--- src/hw/msc_defs.svh ---
// constants of the music synthesizer control block
// assumes a 50 MHz clock and active-low pushbuttons
`ifndef MSC_DEFS_SVH
`define MSC_DEFS_SVH
`define MSC_CLK_HZ 50000000
`define MSC_DEB_MS 10
`define MSC_NOTE_MS 250
`define MSC_PS2_IDLE 12'hfff
`define MSC_HALF_BASE 36'h20fdf
`define MSC_SEMI_MUL 36'h3c68
`define MSC_SEMI_SHIFT 14
`define MSC_NKEYS 19
`define MSC_REST 5'h1f
`define MSC_BRK 8'hf0
`define MSC_EXT 8'he0
`define MSC_A_CTRL 4'h0
`define MSC_A_STAT 4'h4
`define MSC_A_KEYS 4'h8
`define MSC_CTRL_LOOP 0
`define MSC_H_TOT 10'h31f
`define MSC_H_SY0 10'h290
`define MSC_H_SY1 10'h2ef
`define MSC_H_KEYS 10'h260
`define MSC_V_TOT 10'h20c
`define MSC_V_SY0 10'h1ea
`define MSC_V_SY1 10'h1eb
`define MSC_V_KY0 10'h0c8
`define MSC_V_KY1 10'h117
`endif

--- src/hw/msc_pkg.sv ---
// types of the music synthesizer control block
// assumes msc_defs.svh for the numbers
package msc_pkg;
    typedef struct packed {
        logic source;
        logic ch2_en;
        logic ch1_en;
        logic timbre;
    } msc_sw_t;
    typedef struct packed {
        logic hs;
        logic vs;
        logic r;
        logic g;
        logic b;
    } msc_vga_t;
    typedef enum logic [1:0] {MSC_D_IDLE = 2'b00, MSC_D_PLAY = 2'b01} msc_demo_t;
endpackage

--- src/hw/msc_top.sv ---
// music synthesizer control: keyboard, demo tune, tone, vga key painter
// assumes pins are asynchronous, one 50 MHz clock, plain register port
// Behaviour
// switch off demo tune, on keyboard
// replay button restarts demo from start
// timbre switch: off brass, on string
// two audio channels, each own enable
// reset button returns whole circuit initial; vga counters, debounce and pin sync stages are not cleared by it
// letter keys map to nineteen notes
// vga shows keyboard, pressed keys lit
// stored tune plays back note sequence
// ps2 key presses become played notes
// user sets all switches low first
// buttons debounced, one action per press
`timescale 1ns/1ns
`include "msc_defs.svh"
module msc_top import msc_pkg::*; #(
    parameter int DEB_CYC = `MSC_CLK_HZ / 1000 * `MSC_DEB_MS,
    parameter int NOTE_CYC = `MSC_CLK_HZ / 1000 * `MSC_NOTE_MS
) (
    input wire logic clk,
    input wire logic rst_b,
    input wire logic reset_pushbutton_b,
    input wire logic replay_pushbutton_b,
    input wire msc_sw_t sw,
    input wire logic ps2_clk,
    input wire logic ps2_data,
    input wire logic [3:0] reg_addr,
    input wire logic [31:0] reg_wdata,
    input wire logic reg_wr,
    input wire logic reg_rd,
    output logic [31:0] reg_rdata,
    output logic aud_ch1,
    output logic aud_ch2,
    output msc_vga_t vga
);
    // ==========================================================
    // pin synchronisers
    logic [7:0] pin_w, s1_r, s2_r, s3_r, f_r;
    assign pin_w = {sw, ps2_data, ps2_clk, replay_pushbutton_b, reset_pushbutton_b};
    always_ff @(posedge clk or negedge rst_b) begin
        if (!rst_b) begin
            s1_r <= 8'h0f;
            s2_r <= 8'h0f;
            s3_r <= 8'h0f;
            f_r <= 8'h0f;
        end else begin
            s1_r <= pin_w;
            s2_r <= s1_r;
            s3_r <= s2_r;
            for (int i = 0; i < 8; i++) begin
                if (s2_r[i] == s3_r[i]) f_r[i] <= s3_r[i];
            end
        end
    end
    msc_sw_t swf;
    assign swf = f_r[7:4];

    // ==========================================================
    // pushbutton debounce
    logic [1:0] btn_st_r, press_r;
    logic [23:0] deb_r [2];
    always_ff @(posedge clk or negedge rst_b) begin
        if (!rst_b) begin
            btn_st_r <= 2'h3;
            press_r <= 2'h0;
            deb_r[0] <= 24'h0;
            deb_r[1] <= 24'h0;
        end else begin
            for (int i = 0; i < 2; i++) begin
                press_r[i] <= 1'b0;
                if (f_r[i] == btn_st_r[i]) begin
                    deb_r[i] <= 24'h0;
                end else if (deb_r[i] == 24'(DEB_CYC - 1)) begin
                    deb_r[i] <= 24'h0;
                    btn_st_r[i] <= f_r[i];
                    press_r[i] <= ~f_r[i];
                end else begin
                    deb_r[i] <= deb_r[i] + 24'h1;
                end
            end
        end
    end
    logic srst, replay;
    assign srst = press_r[0];
    assign replay = press_r[1];

    // ==========================================================
    // ps2 key press receiver
    function automatic logic [4:0] key_idx(input logic [7:0] c);
        case (c)
            8'h15: key_idx = 5'd0;
            8'h1c: key_idx = 5'd1;
            8'h1d: key_idx = 5'd2;
            8'h1b: key_idx = 5'd3;
            8'h24: key_idx = 5'd4;
            8'h23: key_idx = 5'd5;
            8'h2b: key_idx = 5'd6;
            8'h2c: key_idx = 5'd7;
            8'h34: key_idx = 5'd8;
            8'h35: key_idx = 5'd9;
            8'h33: key_idx = 5'd10;
            8'h3b: key_idx = 5'd11;
            8'h43: key_idx = 5'd12;
            8'h42: key_idx = 5'd13;
            8'h44: key_idx = 5'd14;
            8'h4b: key_idx = 5'd15;
            8'h4d: key_idx = 5'd16;
            8'h4c: key_idx = 5'd17;
            8'h52: key_idx = 5'd18;
            default: key_idx = `MSC_REST;
        endcase
    endfunction
    logic pc_d_r, brk_r, code_v;
    logic [3:0] bit_r;
    logic [10:0] sh_r, frm;
    logic [11:0] idle_r;
    logic [18:0] keys_r;
    logic [4:0] live_r, kidx;
    assign frm = {f_r[3], sh_r[10:1]};
    assign kidx = key_idx(frm[8:1]);
    assign code_v = (bit_r == 4'd10) && !frm[0] && frm[10] && ^frm[9:1];
    always_ff @(posedge clk or negedge rst_b) begin
        if (!rst_b) begin
            pc_d_r <= 1'b1;
            bit_r <= 4'h0;
            sh_r <= 11'h0;
            idle_r <= 12'h0;
        end else if (srst) begin
            bit_r <= 4'h0;
            idle_r <= 12'h0;
        end else begin
            pc_d_r <= f_r[2];
            if (pc_d_r && !f_r[2]) begin
                idle_r <= 12'h0;
                sh_r <= frm;
                bit_r <= (bit_r == 4'd10) ? 4'h0 : bit_r + 4'h1;
            end else if (idle_r == `MSC_PS2_IDLE) begin
                bit_r <= 4'h0;
            end else begin
                idle_r <= idle_r + 12'h1;
            end
        end
    end
    logic key_ev;
    assign key_ev = pc_d_r && !f_r[2] && code_v;
    always_ff @(posedge clk or negedge rst_b) begin
        if (!rst_b) begin
            brk_r <= 1'b0;
            keys_r <= 19'h0;
            live_r <= `MSC_REST;
        end else if (srst) begin
            brk_r <= 1'b0;
            keys_r <= 19'h0;
            live_r <= `MSC_REST;
        end else if (key_ev) begin
            if (frm[8:1] == `MSC_BRK) begin
                brk_r <= 1'b1;
            end else if (frm[8:1] != `MSC_EXT) begin
                brk_r <= 1'b0;
                if (kidx != `MSC_REST) begin
                    keys_r[kidx] <= !brk_r;
                    if (!brk_r) live_r <= kidx;
                    else if (live_r == kidx) live_r <= `MSC_REST;
                end
            end
        end
    end

    // ==========================================================
    // demo tune store and sequencer
    localparam logic [4:0] TUNE [16] = '{5'd6, 5'd6, 5'd13, 5'd13, 5'd15, 5'd15, 5'd13,
        5'h1f, 5'd11, 5'd11, 5'd10, 5'd10, 5'd8, 5'd8, 5'd6, 5'h1f};
    msc_demo_t demo_r;
    logic [3:0] didx_r;
    logic [23:0] tick_r;
    logic loop_r;
    always_ff @(posedge clk or negedge rst_b) begin
        if (!rst_b) begin
            demo_r <= MSC_D_IDLE;
            didx_r <= 4'h0;
            tick_r <= 24'h0;
        end else if (srst) begin
            demo_r <= MSC_D_IDLE;
            didx_r <= 4'h0;
            tick_r <= 24'h0;
        end else if (replay) begin
            demo_r <= MSC_D_PLAY;
            didx_r <= 4'h0;
            tick_r <= 24'h0;
        end else begin
            case (demo_r)
                MSC_D_PLAY: begin
                    if (tick_r == 24'(NOTE_CYC - 1)) begin
                        tick_r <= 24'h0;
                        didx_r <= didx_r + 4'h1;
                        if (didx_r == 4'hf && !loop_r) demo_r <= MSC_D_IDLE;
                    end else begin
                        tick_r <= tick_r + 24'h1;
                    end
                end
                default: demo_r <= MSC_D_IDLE;
            endcase
        end
    end
    logic [4:0] demo_note;
    assign demo_note = (demo_r == MSC_D_PLAY) ? TUNE[didx_r] : `MSC_REST;

    // ==========================================================
    // voice synthesis core
    function automatic logic [17:0] half_f(input int n);
        logic [35:0] h;
        h = `MSC_HALF_BASE;
        for (int i = 0; i < n; i++) h = (h * `MSC_SEMI_MUL) >> `MSC_SEMI_SHIFT;
        return h[17:0];
    endfunction
    logic [17:0] half_tab [`MSC_NKEYS];
    for (genvar g = 0; g < `MSC_NKEYS; g++) begin : g_half
        localparam logic [17:0] HALF = half_f(g);
        assign half_tab[g] = HALF;
    end
    logic [4:0] note_r;
    logic [18:0] ph_r;
    logic [17:0] half;
    logic wave;
    assign half = (note_r < 5'(`MSC_NKEYS)) ? half_tab[note_r] : 18'h0;
    always_ff @(posedge clk or negedge rst_b) begin
        if (!rst_b) begin
            note_r <= `MSC_REST;
        end else if (srst) begin
            note_r <= `MSC_REST;
        end else begin
            note_r <= swf.source ? live_r : demo_note;
        end
    end
    always_ff @(posedge clk or negedge rst_b) begin
        if (!rst_b) begin
            ph_r <= 19'h0;
        end else if (srst || note_r == `MSC_REST || ph_r >= {half, 1'b0} - 19'h1) begin
            ph_r <= 19'h0;
        end else begin
            ph_r <= ph_r + 19'h1;
        end
    end
    // string is a narrow pulse, brass a square
    assign wave = (note_r != `MSC_REST) &&
        (swf.timbre ? (ph_r < {3'h0, half[17:2]}) : (ph_r < {1'b0, half}));
    always_ff @(posedge clk or negedge rst_b) begin
        if (!rst_b) begin
            aud_ch1 <= 1'b0;
            aud_ch2 <= 1'b0;
        end else begin
            aud_ch1 <= wave && swf.ch1_en;
            aud_ch2 <= wave && swf.ch2_en;
        end
    end

    // ==========================================================
    // note display painter
    logic pix_r;
    logic [9:0] hc_r, vc_r;
    logic [18:0] lit;
    logic inbox, on;
    assign lit = keys_r | ((note_r < 5'(`MSC_NKEYS)) ? (19'h1 << note_r) : 19'h0);
    assign inbox = hc_r < `MSC_H_KEYS && vc_r >= `MSC_V_KY0 && vc_r <= `MSC_V_KY1 &&
        hc_r[4:0] != 5'h0;
    assign on = inbox && lit[hc_r[9:5]];
    always_ff @(posedge clk or negedge rst_b) begin
        if (!rst_b) begin
            pix_r <= 1'b0;
            hc_r <= 10'h0;
            vc_r <= 10'h0;
            vga <= '{hs: 1'b1, vs: 1'b1, default: 1'b0};
        end else begin
            pix_r <= !pix_r;
            if (pix_r) begin
                hc_r <= (hc_r == `MSC_H_TOT) ? 10'h0 : hc_r + 10'h1;
                if (hc_r == `MSC_H_TOT) vc_r <= (vc_r == `MSC_V_TOT) ? 10'h0 : vc_r + 10'h1;
                vga.hs <= !(hc_r >= `MSC_H_SY0 && hc_r <= `MSC_H_SY1);
                vga.vs <= !(vc_r >= `MSC_V_SY0 && vc_r <= `MSC_V_SY1);
                vga.r <= inbox;
                vga.g <= inbox && !on;
                vga.b <= inbox && !on;
            end
        end
    end

    // ==========================================================
    // register port
    always_ff @(posedge clk or negedge rst_b) begin
        if (!rst_b) begin
            loop_r <= 1'b0;
            reg_rdata <= 32'h0;
        end else begin
            if (srst) loop_r <= 1'b0;
            else if (reg_wr && reg_addr == `MSC_A_CTRL) loop_r <= reg_wdata[`MSC_CTRL_LOOP];
            reg_rdata <= 32'h0;
            if (reg_rd) begin
                case (reg_addr)
                    `MSC_A_CTRL: reg_rdata <= {31'h0, loop_r};
                    `MSC_A_STAT: reg_rdata <= {16'h0, swf, 1'b0, demo_r[0], didx_r, 1'b0, note_r};
                    `MSC_A_KEYS: reg_rdata <= {13'h0, keys_r};
                    default: reg_rdata <= 32'h0;
                endcase
            end
        end
    end
endmodule // msc_top

--- config.mk ---
export PLATFORM = sky130hd
export DESIGN_NAME = msc_top
export DESIGN_NICKNAME = d
export VERILOG_FILES = /design/src/hw/msc_pkg.sv /design/src/hw/msc_top.sv
export VERILOG_INCLUDE_DIRS = /design/src /design/src/hw
export SDC_FILE = /design/constraint.sdc
export NUM_CORES = 1
export LEC_CHECK = 0
export BUFFER_PORTS_ARGS = -buffer_cell sky130_fd_sc_hd__clkbuf_2
export CORE_MARGIN = 2
export CORE_UTILIZATION = 40
export CTS_BUF_LIST = sky130_fd_sc_hd__clkbuf_4 sky130_fd_sc_hd__clkbuf_8
export CTS_CLUSTER_SIZE = 12
export DETAILED_ROUTE_END_ITERATION = 6
export GPL_TIMING_DRIVEN = 0
export PLACE_DENSITY = 0.62
export SYNTH_ARGS = -nofsm -noshare
export SYNTH_HDL_FRONTEND = slang
export SYNTH_SLANG_ARGS = --single-unit
--- constraint.sdc ---
create_clock -name clk -period 11.25 [get_ports clk]
set_clock_uncertainty 0.2 [all_clocks]
set_input_delay 2.25 -clock clk [delete_from_list [all_inputs] [get_ports clk]]
set_output_delay 2.25 -clock clk [all_outputs]
set_load 0.01 [all_outputs]
* Word-level counts from Yosys, hierarchy flattened
Memories as Yosys holds them, arrays and structs flattened.
Index checks and enable logic that the tools add are counted.
** Storage, ports and cells
- Flip-flop bits (word level) :: 251
- ROM bits :: 656
- Input bits :: 48
- Output and inout bits :: 39
- Logic and storage cells :: 242
- Memories kept :: 2
** Operators by class
- Add/subtract/negate cells :: 10
- Order comparisons :: 16
- Equality and inequality tests :: 51
- Shift-type cells :: 1
- Multiplexer cells :: 67
- Bitwise logic cells :: 8
- Reductions and logical operators :: 48
** Memories
- (no name shown) :: depth 32, bits a word 18, rd ports 1, clocked after memory_dff 0, wr ports 0, line msc_top.sv:226 : assign half = (note_r < 5'(`MSC_NKEYS)) ? half_tab[note_r] : 18'h0;
- (no name shown) :: depth 16, bits a word 5, rd ports 1, clocked after memory_dff 0, wr ports 0, line msc_top.sv:207 : assign demo_note = (demo_r == MSC_D_PLAY) ? TUNE[didx_r] : `MSC_REST;
** Operators with widths (number)
- 24-bit 2-to-1 mux :: 8
- 19-bit 2-to-1 mux :: 8
- 5-bit one-hot mux with 19 select lines :: 1
- 24-bit by 1-bit adder with 24-bit output, second input constant :: 3
- 8-bit by 6-bit == test with 1-bit output, second input constant :: 8
- 5-bit 2-to-1 mux :: 12
- 19-bit one-hot mux with 3 select lines :: 1
- 8-bit by 7-bit == test with 1-bit output, second input constant :: 7
- 18-bit 2-to-1 mux :: 3
- 24-bit by 19-bit == test with 1-bit output, second input constant :: 2
- 12-bit 2-to-1 mux :: 3
- 8-bit by 5-bit == test with 1-bit output, second input constant :: 4
- 4-bit 2-to-1 mux :: 8
- 24-bit == test, second input constant :: 1
- 10-bit by 1-bit adder with 10-bit output, second input constant :: 2
- 10-bit == test, second input constant :: 2
- 10-bit by 9-bit <= comparator with 1-bit output, second input constant :: 2
- 10-bit 2-to-1 mux :: 2
- 19-bit by 1-bit adder with 19-bit output, second input constant :: 1
- 19-bit bitwise mux :: 1
- 19-bit >= comparator :: 1
- 19-bit by 16-bit less-than comparator with 1-bit output :: 1
- 19-bit by 18-bit less-than comparator with 1-bit output :: 1
- 19-bit OR :: 1
- 46 further kinds :: 118

* Longest topological paths before layout
Gate-level depths: netlist (run 1).
- Depth after elaboration :: 12
- Gate-level depth with buffers :: 23
- Depth with buffers taken out :: 20

* Worst setup path after synthesis (run 1)
No wires, ideal clock.
- Path type :: reg-to-reg
- Start :: register note_r[1]
- End :: register ph_r[10]
- Library setup time :: 0.132 ns
- Arrival :: 4.487 ns
- Required time :: 10.918 ns
- Slack :: 6.432 ns
- Stages on the path, launching flop included :: 21
- Path buffers :: 3
- Clock period less this slack :: 4.818 ns
- Cells stage by stage :: dfstp_2 -> clkbuf_1 -> inv_1 -> ha_1 -> clkbuf_1 -> nand2_1 -> nor2_1 -> a211oi_1 -> a21oi_1 -> ha_1 -> and2_1 -> nand4_1 -> nor4_1 -> nor2b_1 -> ha_1 -> nand4_1 -> nor4_1 -> a211oi_1 -> o21ai_1 -> clkbuf_1 -> nor2_1
** Between the ends
- Word-level cells in the longest chain between the ends :: 9
- Elaborated cells between the ends (all ways) :: 12
- Classes of those cells :: add/sub: 1; order compare: 2; eq/ne: 1; mux: 4; bitwise: 1; reduce/logical: 2; memory: 1
** Ends and longest elaborated chain
- start: declaration :: line msc_top.sv:222 : logic [4:0] note_r;
- start signal: assignment :: line msc_top.sv:229 : note_r <= `MSC_REST;
- start signal: assignment :: line msc_top.sv:231 : note_r <= `MSC_REST;
- start signal: assignment :: line msc_top.sv:233 : note_r <= swf.source ? live_r : demo_note;
- 5-bit NOT with 6-bit output (not written as such) :: line msc_top.sv:226
- memory 32 x 18 bit
- 18-bit 2-to-1 mux (not written as such) (2 in series) :: line msc_top.sv:226
- 18-bit 2-to-1 mux :: line msc_top.sv:226
- 19-bit by 1-bit subtractor with 19-bit output :: line msc_top.sv:239 : end else if (srst || note_r == `MSC_REST || ph_r >= {half, 1'b0} - 19'h1) begin
- 19-bit >= comparator :: line msc_top.sv:239
- 1-bit logical OR (*) :: line msc_top.sv:239
- 19-bit 2-to-1 mux (*) :: line msc_top.sv:239
- end signal: assignment :: line msc_top.sv:242 : ph_r <= ph_r + 19'h1;
- end: declaration :: line msc_top.sv:223 : logic [18:0] ph_r;
Every way passes the cells marked *; elsewhere a longest branch is shown, timed or not. The select of a mux whose other input is x is not followed.
A chain may end at the register's enable or synchronous reset.

* Final worst setup path (run 1)
- Start :: register note_r[1]
- End :: register ph_r[15]
The elaborated chain is that of the path after synthesis.

==> results.md, run 1 <==
| Item | Reported |
| --- | --- |
| Critical Path Max Stage Delay | 840 ps |
| Count of cells along the worst register-to-register path | 20 |
| Total detailed-routing wirelength | 31.9 mm |
| Top cells by instance count after synthesis | sky130_fd_sc_hd__dfrtp_1, sky130_fd_sc_hd__nor2_1, sky130_fd_sc_hd__nand2_1 |
| Fraction of power consumed by sequential logic | 42.3% |
| Clock latency of the later-clocked register in the worst-skew pair | 580 ps |
| Slew Limit Headroom | 29.2% |
| Number of nets in the finished design | 1704 |
| CTS Root Buffer Type | sky130_fd_sc_hd__clkbuf_8 |
| Worst hold path cell count | 0 |
| Synth unique cells | 80 |
| Synth-to-layout area growth | 12.9% |
| Status | finished, final reports clean |
| Hold EP | s2_r[6] |
| Power density cells | 150 nW/um2 |
| Critical-path cell with the highest stage delay | sky130_fd_sc_hd__o21ai_1 |
| Slew at the pin closest to its max-slew limit | 1060 ps |
| Reg-to-reg critical path endpoint | ph_r[15] |
| Dominant register cell in the synthesized netlist | sky130_fd_sc_hd__dfrtp_1 |
| Biggest area consumer among synthesized cells | sky130_fd_sc_hd__dfrtp_1 |
| DRC marker count from the first detailed-route iteration | 669 |
| Yosys top cell area share | 37.7% |
| Max Freq | 152 MHz |
| Switching portion of total power | 31.4% |
| Post-CTS Hold Buffers | 0 |
| Top-Level Pins | 87 |
| Standard-cell rows | 67 |
| Max Buffers Root-to-Sink | 3 |
| Logic gate share of total power | 21.5% |
| Post-Synthesis Cells | 1469 |
| Synthesized area | 13600 um2 |
| PostCTS Resize Cnt | 0 |
| Diodes inserted | 0 |
| Final Setup Violations | 0 |
| CP Data Required Time | 11470 ps |
| Number of buffers inserted by port buffering | 42 |
| Cells along the critical path | clkbuf_1, inv_1, ha_1, clkbuf_1, nand2_1, nor2_1, a211oi_1, a21oi_1, ha_1, and2_1, nand4_1, nor4_1, nor2b_1, ha_1, nand4_1, nor4_1, a211oi_1, o21ai_1, clkbuf_1, nor2_1 |
| Bufs and invs on worst path | 4 |
| Total congestion overflow after global routing | 0 |
| Antenna violations before repair | 0 |
| CP Capture Type | flip-flop |
| Total global routing track utilization | 18.2% |
| Total clock buffers created by CTS | 42 |
| IR Drop Worst-Case VDD | 0.0880 mV |
| Post-DRT Antenna Nets | 0 |
| Last weighted congestion value of the routability-driven placer | 0.913 |
| Maximum number of pins on one net before global-route repair | 99 |
| Routed wirelength normalized by instance count | 15.6 um |
| Worst R2R Start | note_r[1] |
| Cell area after layout | 15400 um2 |
| Synth area leaders | sky130_fd_sc_hd__dfrtp_1, sky130_fd_sc_hd__ha_1, sky130_fd_sc_hd__dfstp_2 |
| Post-synthesis async set-or-reset flop share | 100% |
| Number of failing hold endpoints at the final stage | 0 |
| Max capacitance violation total | 0 |
| Critical path launch point type | flip-flop |
| Area of the die | 35500 um2 |
| Number of flops mapped to enable cells by yosys | 0 |
| Lkg Pwr | 6.89 nW |
| Depth of the CTS H-tree | 2 |
| Critical path type | flip-flop to flip-flop |
| Wire length of the first global-routing pass | 53.7 mm |
| Post-CTS setup buffer count | 0 |
| Placeable core region | 33500 um2 |
| Critical hold path startpoint | s1_r[6] |
| Half-perimeter wire length after detailed placement | 22.7 mm |
| Mean cell area of the mapped netlist | 9.26 um2 |
| Number of global-route vias before repair | 10600 |
| Arrival time reported for the critical path endpoint | 6790 ps |
| Library cell with the highest instance count after synthesis | sky130_fd_sc_hd__dfrtp_1 |
| Worst hold path type | flip-flop to flip-flop |
| CTS sink count | 236 |
| Clk pin slew, worst setup/hold paths | 60 ps |
| Share of synthesized area occupied by flip-flops and latches | 43.7% |
| Vias after detailed routing | 11100 |
| Die width | 188 um |
| Fin crit period | 6570 ps |
| Final TNS setup | 0 ps |
| Internal power component | 0.00158 W |
| Crit-path max FO | 10 |
| TritonCTS clock tree | done |
| Net load switching power | 0.000725 W |
| First-pass iteration count of the detailed router | 5 |
| Top cell family by delay on the critical path | simple AND/OR/NAND/NOR gates |
| Height of the chip | 188 um |
| Number of synthesized register bits | 236 |
| Share of final-layout standard cells stronger than drive strength 1 | 12.4% |
| Routed via count divided by cell count | 5.40 |
| Ratio of final minimum period to clock period | 58.4% |
| Count of warnings emitted by yosys | 0 |
| Clk network pwr share | 36.2% |
| Setup repair after global routing missed its margin | false |
| Flop-to-flop setup slack | 4680 ps |
| Starting Density | 40.6% |
| Final Total Pwr | 0.00231 W |
| Number of max-slew violations in the final report | 0 |
| Instance area after placement | 14500 um2 |
| DRC | 0 |
[registers in the layout, summed over array words and instances (netlist names), 10 cells and up]
signal     count
deb_r         48
tick_r        24
keys_r        19
ph_r          19
reg_rdata     19
idle_r        12
hc_r          10
sh_r          10
vc_r          10
[worst register-to-register path, cell delays in order, from the launching register on]
cell and delay [ps]:
sky130_fd_sc_hd__dfstp_2 590, sky130_fd_sc_hd__clkbuf_1 410, sky130_fd_sc_hd__inv_1 250, sky130_fd_sc_hd__ha_1 330
sky130_fd_sc_hd__clkbuf_1 310, sky130_fd_sc_hd__nand2_1 180, sky130_fd_sc_hd__nor2_1 110, sky130_fd_sc_hd__a211oi_1 60
sky130_fd_sc_hd__a21oi_1 350, sky130_fd_sc_hd__ha_1 240, sky130_fd_sc_hd__and2_1 190, sky130_fd_sc_hd__nand4_1 180
sky130_fd_sc_hd__nor4_1 520, sky130_fd_sc_hd__nor2b_1 100, sky130_fd_sc_hd__ha_1 310, sky130_fd_sc_hd__nand4_1 140
sky130_fd_sc_hd__nor4_1 370, sky130_fd_sc_hd__a211oi_1 130, sky130_fd_sc_hd__o21ai_1 840, sky130_fd_sc_hd__clkbuf_1 500
sky130_fd_sc_hd__nor2_1 120
[placed cells by master (no fill, tap or decap), types with 35 or more instances in the layout]
cell type                  netlist  final
sky130_fd_sc_hd__nand2_1       151    151
sky130_fd_sc_hd__a21oi_1        67     67
sky130_fd_sc_hd__nand3_1        58     58
sky130_fd_sc_hd__clkbuf_8        0     49
sky130_fd_sc_hd__nor2_1        173    173
sky130_fd_sc_hd__clkbuf_2        0     41
sky130_fd_sc_hd__clkbuf_1       47     47
sky130_fd_sc_hd__nand4_1        35     35
sky130_fd_sc_hd__inv_1          45     45
sky130_fd_sc_hd__ha_1           87     87
sky130_fd_sc_hd__xor2_1         49     49
sky130_fd_sc_hd__o21ai_0        85     85
sky130_fd_sc_hd__xnor2_1        45     45
sky130_fd_sc_hd__dfrtp_1       205    205
[worst max-delay path by stage]
| stage | start | end | slack, ps | cells past startpoint |
|---|---|---|---|---|
| after floorplan | note_r[1] | ph_r[10] | 6430 | 20 |
| after global placement | rst_b | vc_r[5] | 2850 | 1 |
| after detailed placement | note_r[1] | ph_r[16] | 4890 | 20 |
| after CTS | note_r[1] | ph_r[15] | 4880 | 20 |
| after global routing | note_r[1] | ph_r[15] | 4230 | 20 |
| final | note_r[1] | ph_r[15] | 4680 | 20 |
[power by group through the flow]
| stage | clock, W | combinational (W) | sequential (W) |
|---|---|---|---|
| 2_1_floorplan | 0 | 0.000372 | 0.000971 |
| 3_3_place_gp | 0 | 0.000481 | 0.000988 |
| 3_5_place_dp | 0 | 0.000495 | 0.000989 |
| 4_1_cts | 0.000867 | 0.000498 | 0.000975 |
| 5_1_grt | 0.000910 | 0.000568 | 0.000986 |
| 6_report | 0.000835 | 0.000496 | 0.000976 |
[kinds of logic (layout without fill, tap and decap cells)]
kind of cell / count (synthesis) / in the layout / synth area share, %
xor gates and xnor gates: 95 / 95 / 6.22
other: 1 / 13 / 0.0276
adders and majority gates: 95 / 95 / 8.59
buffers and inverters: 119 / 238 / 3.73
AOI/OAI and AO/OA: 298 / 298 / 13.9
DFF: 236 / 236 / 43.7
muxes: 34 / 34 / 2.65
and+or+nand+nor: 591 / 591 / 21.2
[per-layer routing]
layer	global-route usage [%]	vias to the layer above	part of all wire [%]
li1	-	5394	-
met5	0	-	0
met4	7.45	0	3.7
met3	3.28	85	4.6
met1	24.8	5332	47
met2	28.6	240	44
[layout make-up]
type,count,area (um2)
Multi-Input combinational cell,1126,7200
Sequential cell,236,5940
Inverter,47,176
Buffer,72,332
Clock inverter,11,90.1
Fill cell,3234,18200
Clock buffer,64,781
Timing Repair Buffer,44,274
Tap cell,448,561
[through the flow]
stage	hold slack (ps)	cells	setup slack (ps)	util (%)
after floorplan	131	1481	6430	-
after global placement	133	1971	2850	43.0
after detailed placement	137	1973	4890	43.2
after CTS	150	2048	4880	45.8
after global routing	159	2048	4230	45.8
final	148	2048	4680	45.8
Power figures use the tool's default switching activity.
==> run 2, diff against run 1 <==
- PLACE_DENSITY: 0.62 -> 0.65
- clock period: 11.25 -> 5.7 ns (I/O delays scaled with it)
==> run 2 against run 1 <==
Compared with the run above:
- clock-buffer cell count is 6 higher
- cell count stayed put
- critical path depth is 1 lower
- flip-flop and latch count stayed put
- clock power is 110% higher
- die area stayed put
- largest cell class unchanged
- largest power group unchanged
==> results.md, run 2 (synthesis results as in run 1) <==
| Item | Reported | Change |
| --- | --- | --- |
| Status | finished, final reports clean |  |
| Worst hold path type | flip-flop to flip-flop |  |
| Starting Density | 40.6% | unchanged |
| Count of cells along the worst register-to-register path | 19 | -5.0% |
| Share of final-layout standard cells stronger than drive strength 1 | 13.1% | +0.75 points |
| Max Buffers Root-to-Sink | 3 | unchanged |
| DRC marker count from the first detailed-route iteration | 856 | +28% |
| Diodes inserted | 0 | unchanged |
| PnR worst setup slack | 423 ps | -4260 ps |
| Total detailed-routing wirelength | 32.1 mm | +0.73% |
| Die width | 188 um | unchanged |
| Ratio of final minimum period to clock period | 92.6% | +34 points |
| Clk pin slew, worst setup/hold paths | 70 ps | about the same |
| Maximum number of pins on one net before global-route repair | 114 | +15% |
| Height of the chip | 188 um | unchanged |
| Vias after detailed routing | 11000 | -0.85% |
| Max capacitance violation total | 0 | unchanged |
| Max Freq | 190 MHz | +25% |
| Final Total Pwr | 0.00466 W | +100% |
| Number of nets in the finished design | 1701 | -0.18% |
| Post-DRT Antenna Nets | 0 | unchanged |
| Fin crit period | 5280 ps | -1290 ps |
| Pre-CTS setup slack | -717 ps | -5610 ps |
| Critical path launch point type | flip-flop |  |
| Reg-to-reg critical path endpoint | ph_r[12] |  |
| CTS Root Buffer Type | sky130_fd_sc_hd__clkbuf_8 |  |
| Final Setup Violations | 0 | unchanged |
| Setup repair after global routing missed its margin | false |  |
| Slew Limit Headroom | 34.4% | +5.2 points |
| Top-Level Pins | 87 | unchanged |
| Placeable core region | 33500 um2 | unchanged |
| Worst R2R Start | note_r[3] |  |
| Non-Filler Instances | 2048 | unchanged |
| TritonCTS clock tree | done |  |
| Register with the most flip-flops | deb_r |  |
| Total clock buffers created by CTS | 42 | unchanged |
| Number of failing hold endpoints at the final stage | 0 | unchanged |
| Arrival time reported for the critical path endpoint | 5530 ps | -1260 ps |
| Highest-count cells in the layout ignoring fill and taps | sky130_fd_sc_hd__dfrtp_1, sky130_fd_sc_hd__nor2_1, sky130_fd_sc_hd__nand2_1 |  |
| Critical Path End | ph_r[12] |  |
| Leading registers by flop count | deb_r: 48 flops, tick_r: 24 flops |  |
| IR Drop Worst-Case VDD | 0.222 mV | +150% |
| Max FFs per register | 48 | unchanged |
| CP Capture Type | flip-flop |  |
| Depth of the CTS H-tree | 2 | unchanged |
| Number of buffers inserted by port buffering | 42 | unchanged |
| Power density cells | 301 nW/um2 | +100% |
| Lkg Pwr | 6.93 nW | +0.65% |
| Last weighted congestion value of the routability-driven placer | 0.873 | -4.4% |
| First-pass iteration count of the detailed router | 6 | +1 |
| Post-CTS setup buffer count | 0 | unchanged |
| Total congestion overflow after global routing | 0 | unchanged |
| Most common cell after layout, fill and taps aside | sky130_fd_sc_hd__dfrtp_1 |  |
| Routed wirelength normalized by instance count | 15.7 um | +0.73% |
| Standard-cell rows | 67 | unchanged |
| Half-perimeter wire length after detailed placement | 22.8 mm | +0.43% |
| Number of max-slew violations in the final report | 0 | unchanged |
| Antenna violations before repair | 0 | unchanged |
| Critical path launch point | note_r[3] |  |
| Routed via count divided by cell count | 5.35 | -0.85% |
| Critical path type | flip-flop to flip-flop |  |
| Total global routing track utilization | 18.0% | -0.18 points |
| Crit-path max FO | 10 | unchanged |
| Number of cells in the design after placement | 1973 | unchanged |
| Synth-to-layout area growth | 13.7% |  |
| Wire length of the first global-routing pass | 53.6 mm | about the same |
| Slew at the pin closest to its max-slew limit | 971 ps | -84.4 ps |
| Area of the die | 35500 um2 | unchanged |
| Flop-to-flop setup slack | 420 ps | -4260 ps |
| Clock latency of the later-clocked register in the worst-skew pair | 560 ps | -20 ps |
| CP Data Required Time | 5950 ps | -5520 ps |
| Number of global-route vias before repair | 10600 | -0.12% |
| DRC | 0 | unchanged |
| CTS sink count | 236 | unchanged |
==> run 2: changes by cell type in the layout (fill, tap and decap cells not counted), moves of 2 or more <==
cell	before	now
sky130_fd_sc_hd__a21oi_1	67	65
sky130_fd_sc_hd__a21oi_2	0	2
sky130_fd_sc_hd__clkbuf_1	47	42
sky130_fd_sc_hd__clkbuf_2	41	43
sky130_fd_sc_hd__clkbuf_4	16	19
sky130_fd_sc_hd__clkbuf_8	49	52
sky130_fd_sc_hd__clkinv_2	8	5
sky130_fd_sc_hd__nor4_1	17	15
==> run 2: through the flow <==
stage | util, % | area [um2] | TNS (ps) | hold slack [ps]
5_1_grt | 46.1 | 15500 | 0 | 161
2_1_floorplan | - | 13600 | 0 | 131
3_5_place_dp | 43.2 | 14500 | -9260 | 141
6_report | 46.1 | 15500 | 0 | 149
4_1_cts | 46.0 | 15400 | 0 | 155
3_3_place_gp | 43.0 | 14400 | -308540 | 138
==> run 2: where the power goes <==
group	internal [W]	total [W]	switching [W]
clock network	0.00103	0.00174	0.000709
registers	0.00179	0.00194	0.000146
logic	0.000408	0.000986	0.000579
==> run 2: worst min path at each step <==
stage | from | slack [ps] | cells after the start | end
3_3_place_gp | s1_r[5] | 140 | 0 | s2_r[5]
2_1_floorplan | s1_r[4] | 130 | 0 | s2_r[4]
6_report | s1_r[6] | 150 | 0 | s2_r[6]
3_5_place_dp | s1_r[6] | 140 | 0 | s2_r[6]
5_1_grt | s1_r[0] | 160 | 0 | s2_r[0]
4_1_cts | s1_r[6] | 150 | 0 | s2_r[6]
==> run 2: worst max-delay path, stage by stage, from the launching register on <==
cell and delay [ps]:
sky130_fd_sc_hd__dfstp_2 580, sky130_fd_sc_hd__buf_1 410, sky130_fd_sc_hd__clkbuf_2 320, sky130_fd_sc_hd__buf_1 380, sky130_fd_sc_hd__a211oi_1 160, sky130_fd_sc_hd__a21oi_2 230
sky130_fd_sc_hd__ha_1 200, sky130_fd_sc_hd__and2_1 200, sky130_fd_sc_hd__nand4_1 280, sky130_fd_sc_hd__nor4_4 350, sky130_fd_sc_hd__nor2_1 80, sky130_fd_sc_hd__ha_1 190
sky130_fd_sc_hd__a21o_1 150, sky130_fd_sc_hd__a21o_1 160, sky130_fd_sc_hd__a21oi_1 170, sky130_fd_sc_hd__o21ai_0 130, sky130_fd_sc_hd__a211oi_2 390, sky130_fd_sc_hd__o21ai_4 170
sky130_fd_sc_hd__clkbuf_2 260, sky130_fd_sc_hd__nor2_1 140
==> run 2: final cells by class <==
cell class                 instances  area, um2
inverter                          47        176
multi-input combinational       1126       7250
buffer                            69        323
sequential                       236       5940
clock inverter                     8        101
fill                            3206      18100
clock buffer                      70        845
tap                              448        561
timing repair buffer              44        274
==> run 2: metal layers <==
layer / vias up / wire length, um / global-route usage [%]
met4: 0 / 847 / 5.47
met1: 5259 / 15300 / 25.4
met2: 231 / 14500 / 28.5
li1: 5405 / - / -
met3: 62 / 1510 / 2.96
met5: - / 0 / 0
==> run 2: what timing repair did <==
action / in CTS / in global routing
setup endpoints to repair: 19 / 19
hold endpoints to repair: 0 / 0
gates resized for setup: 3 / 10
hold buffers: 0 / 0
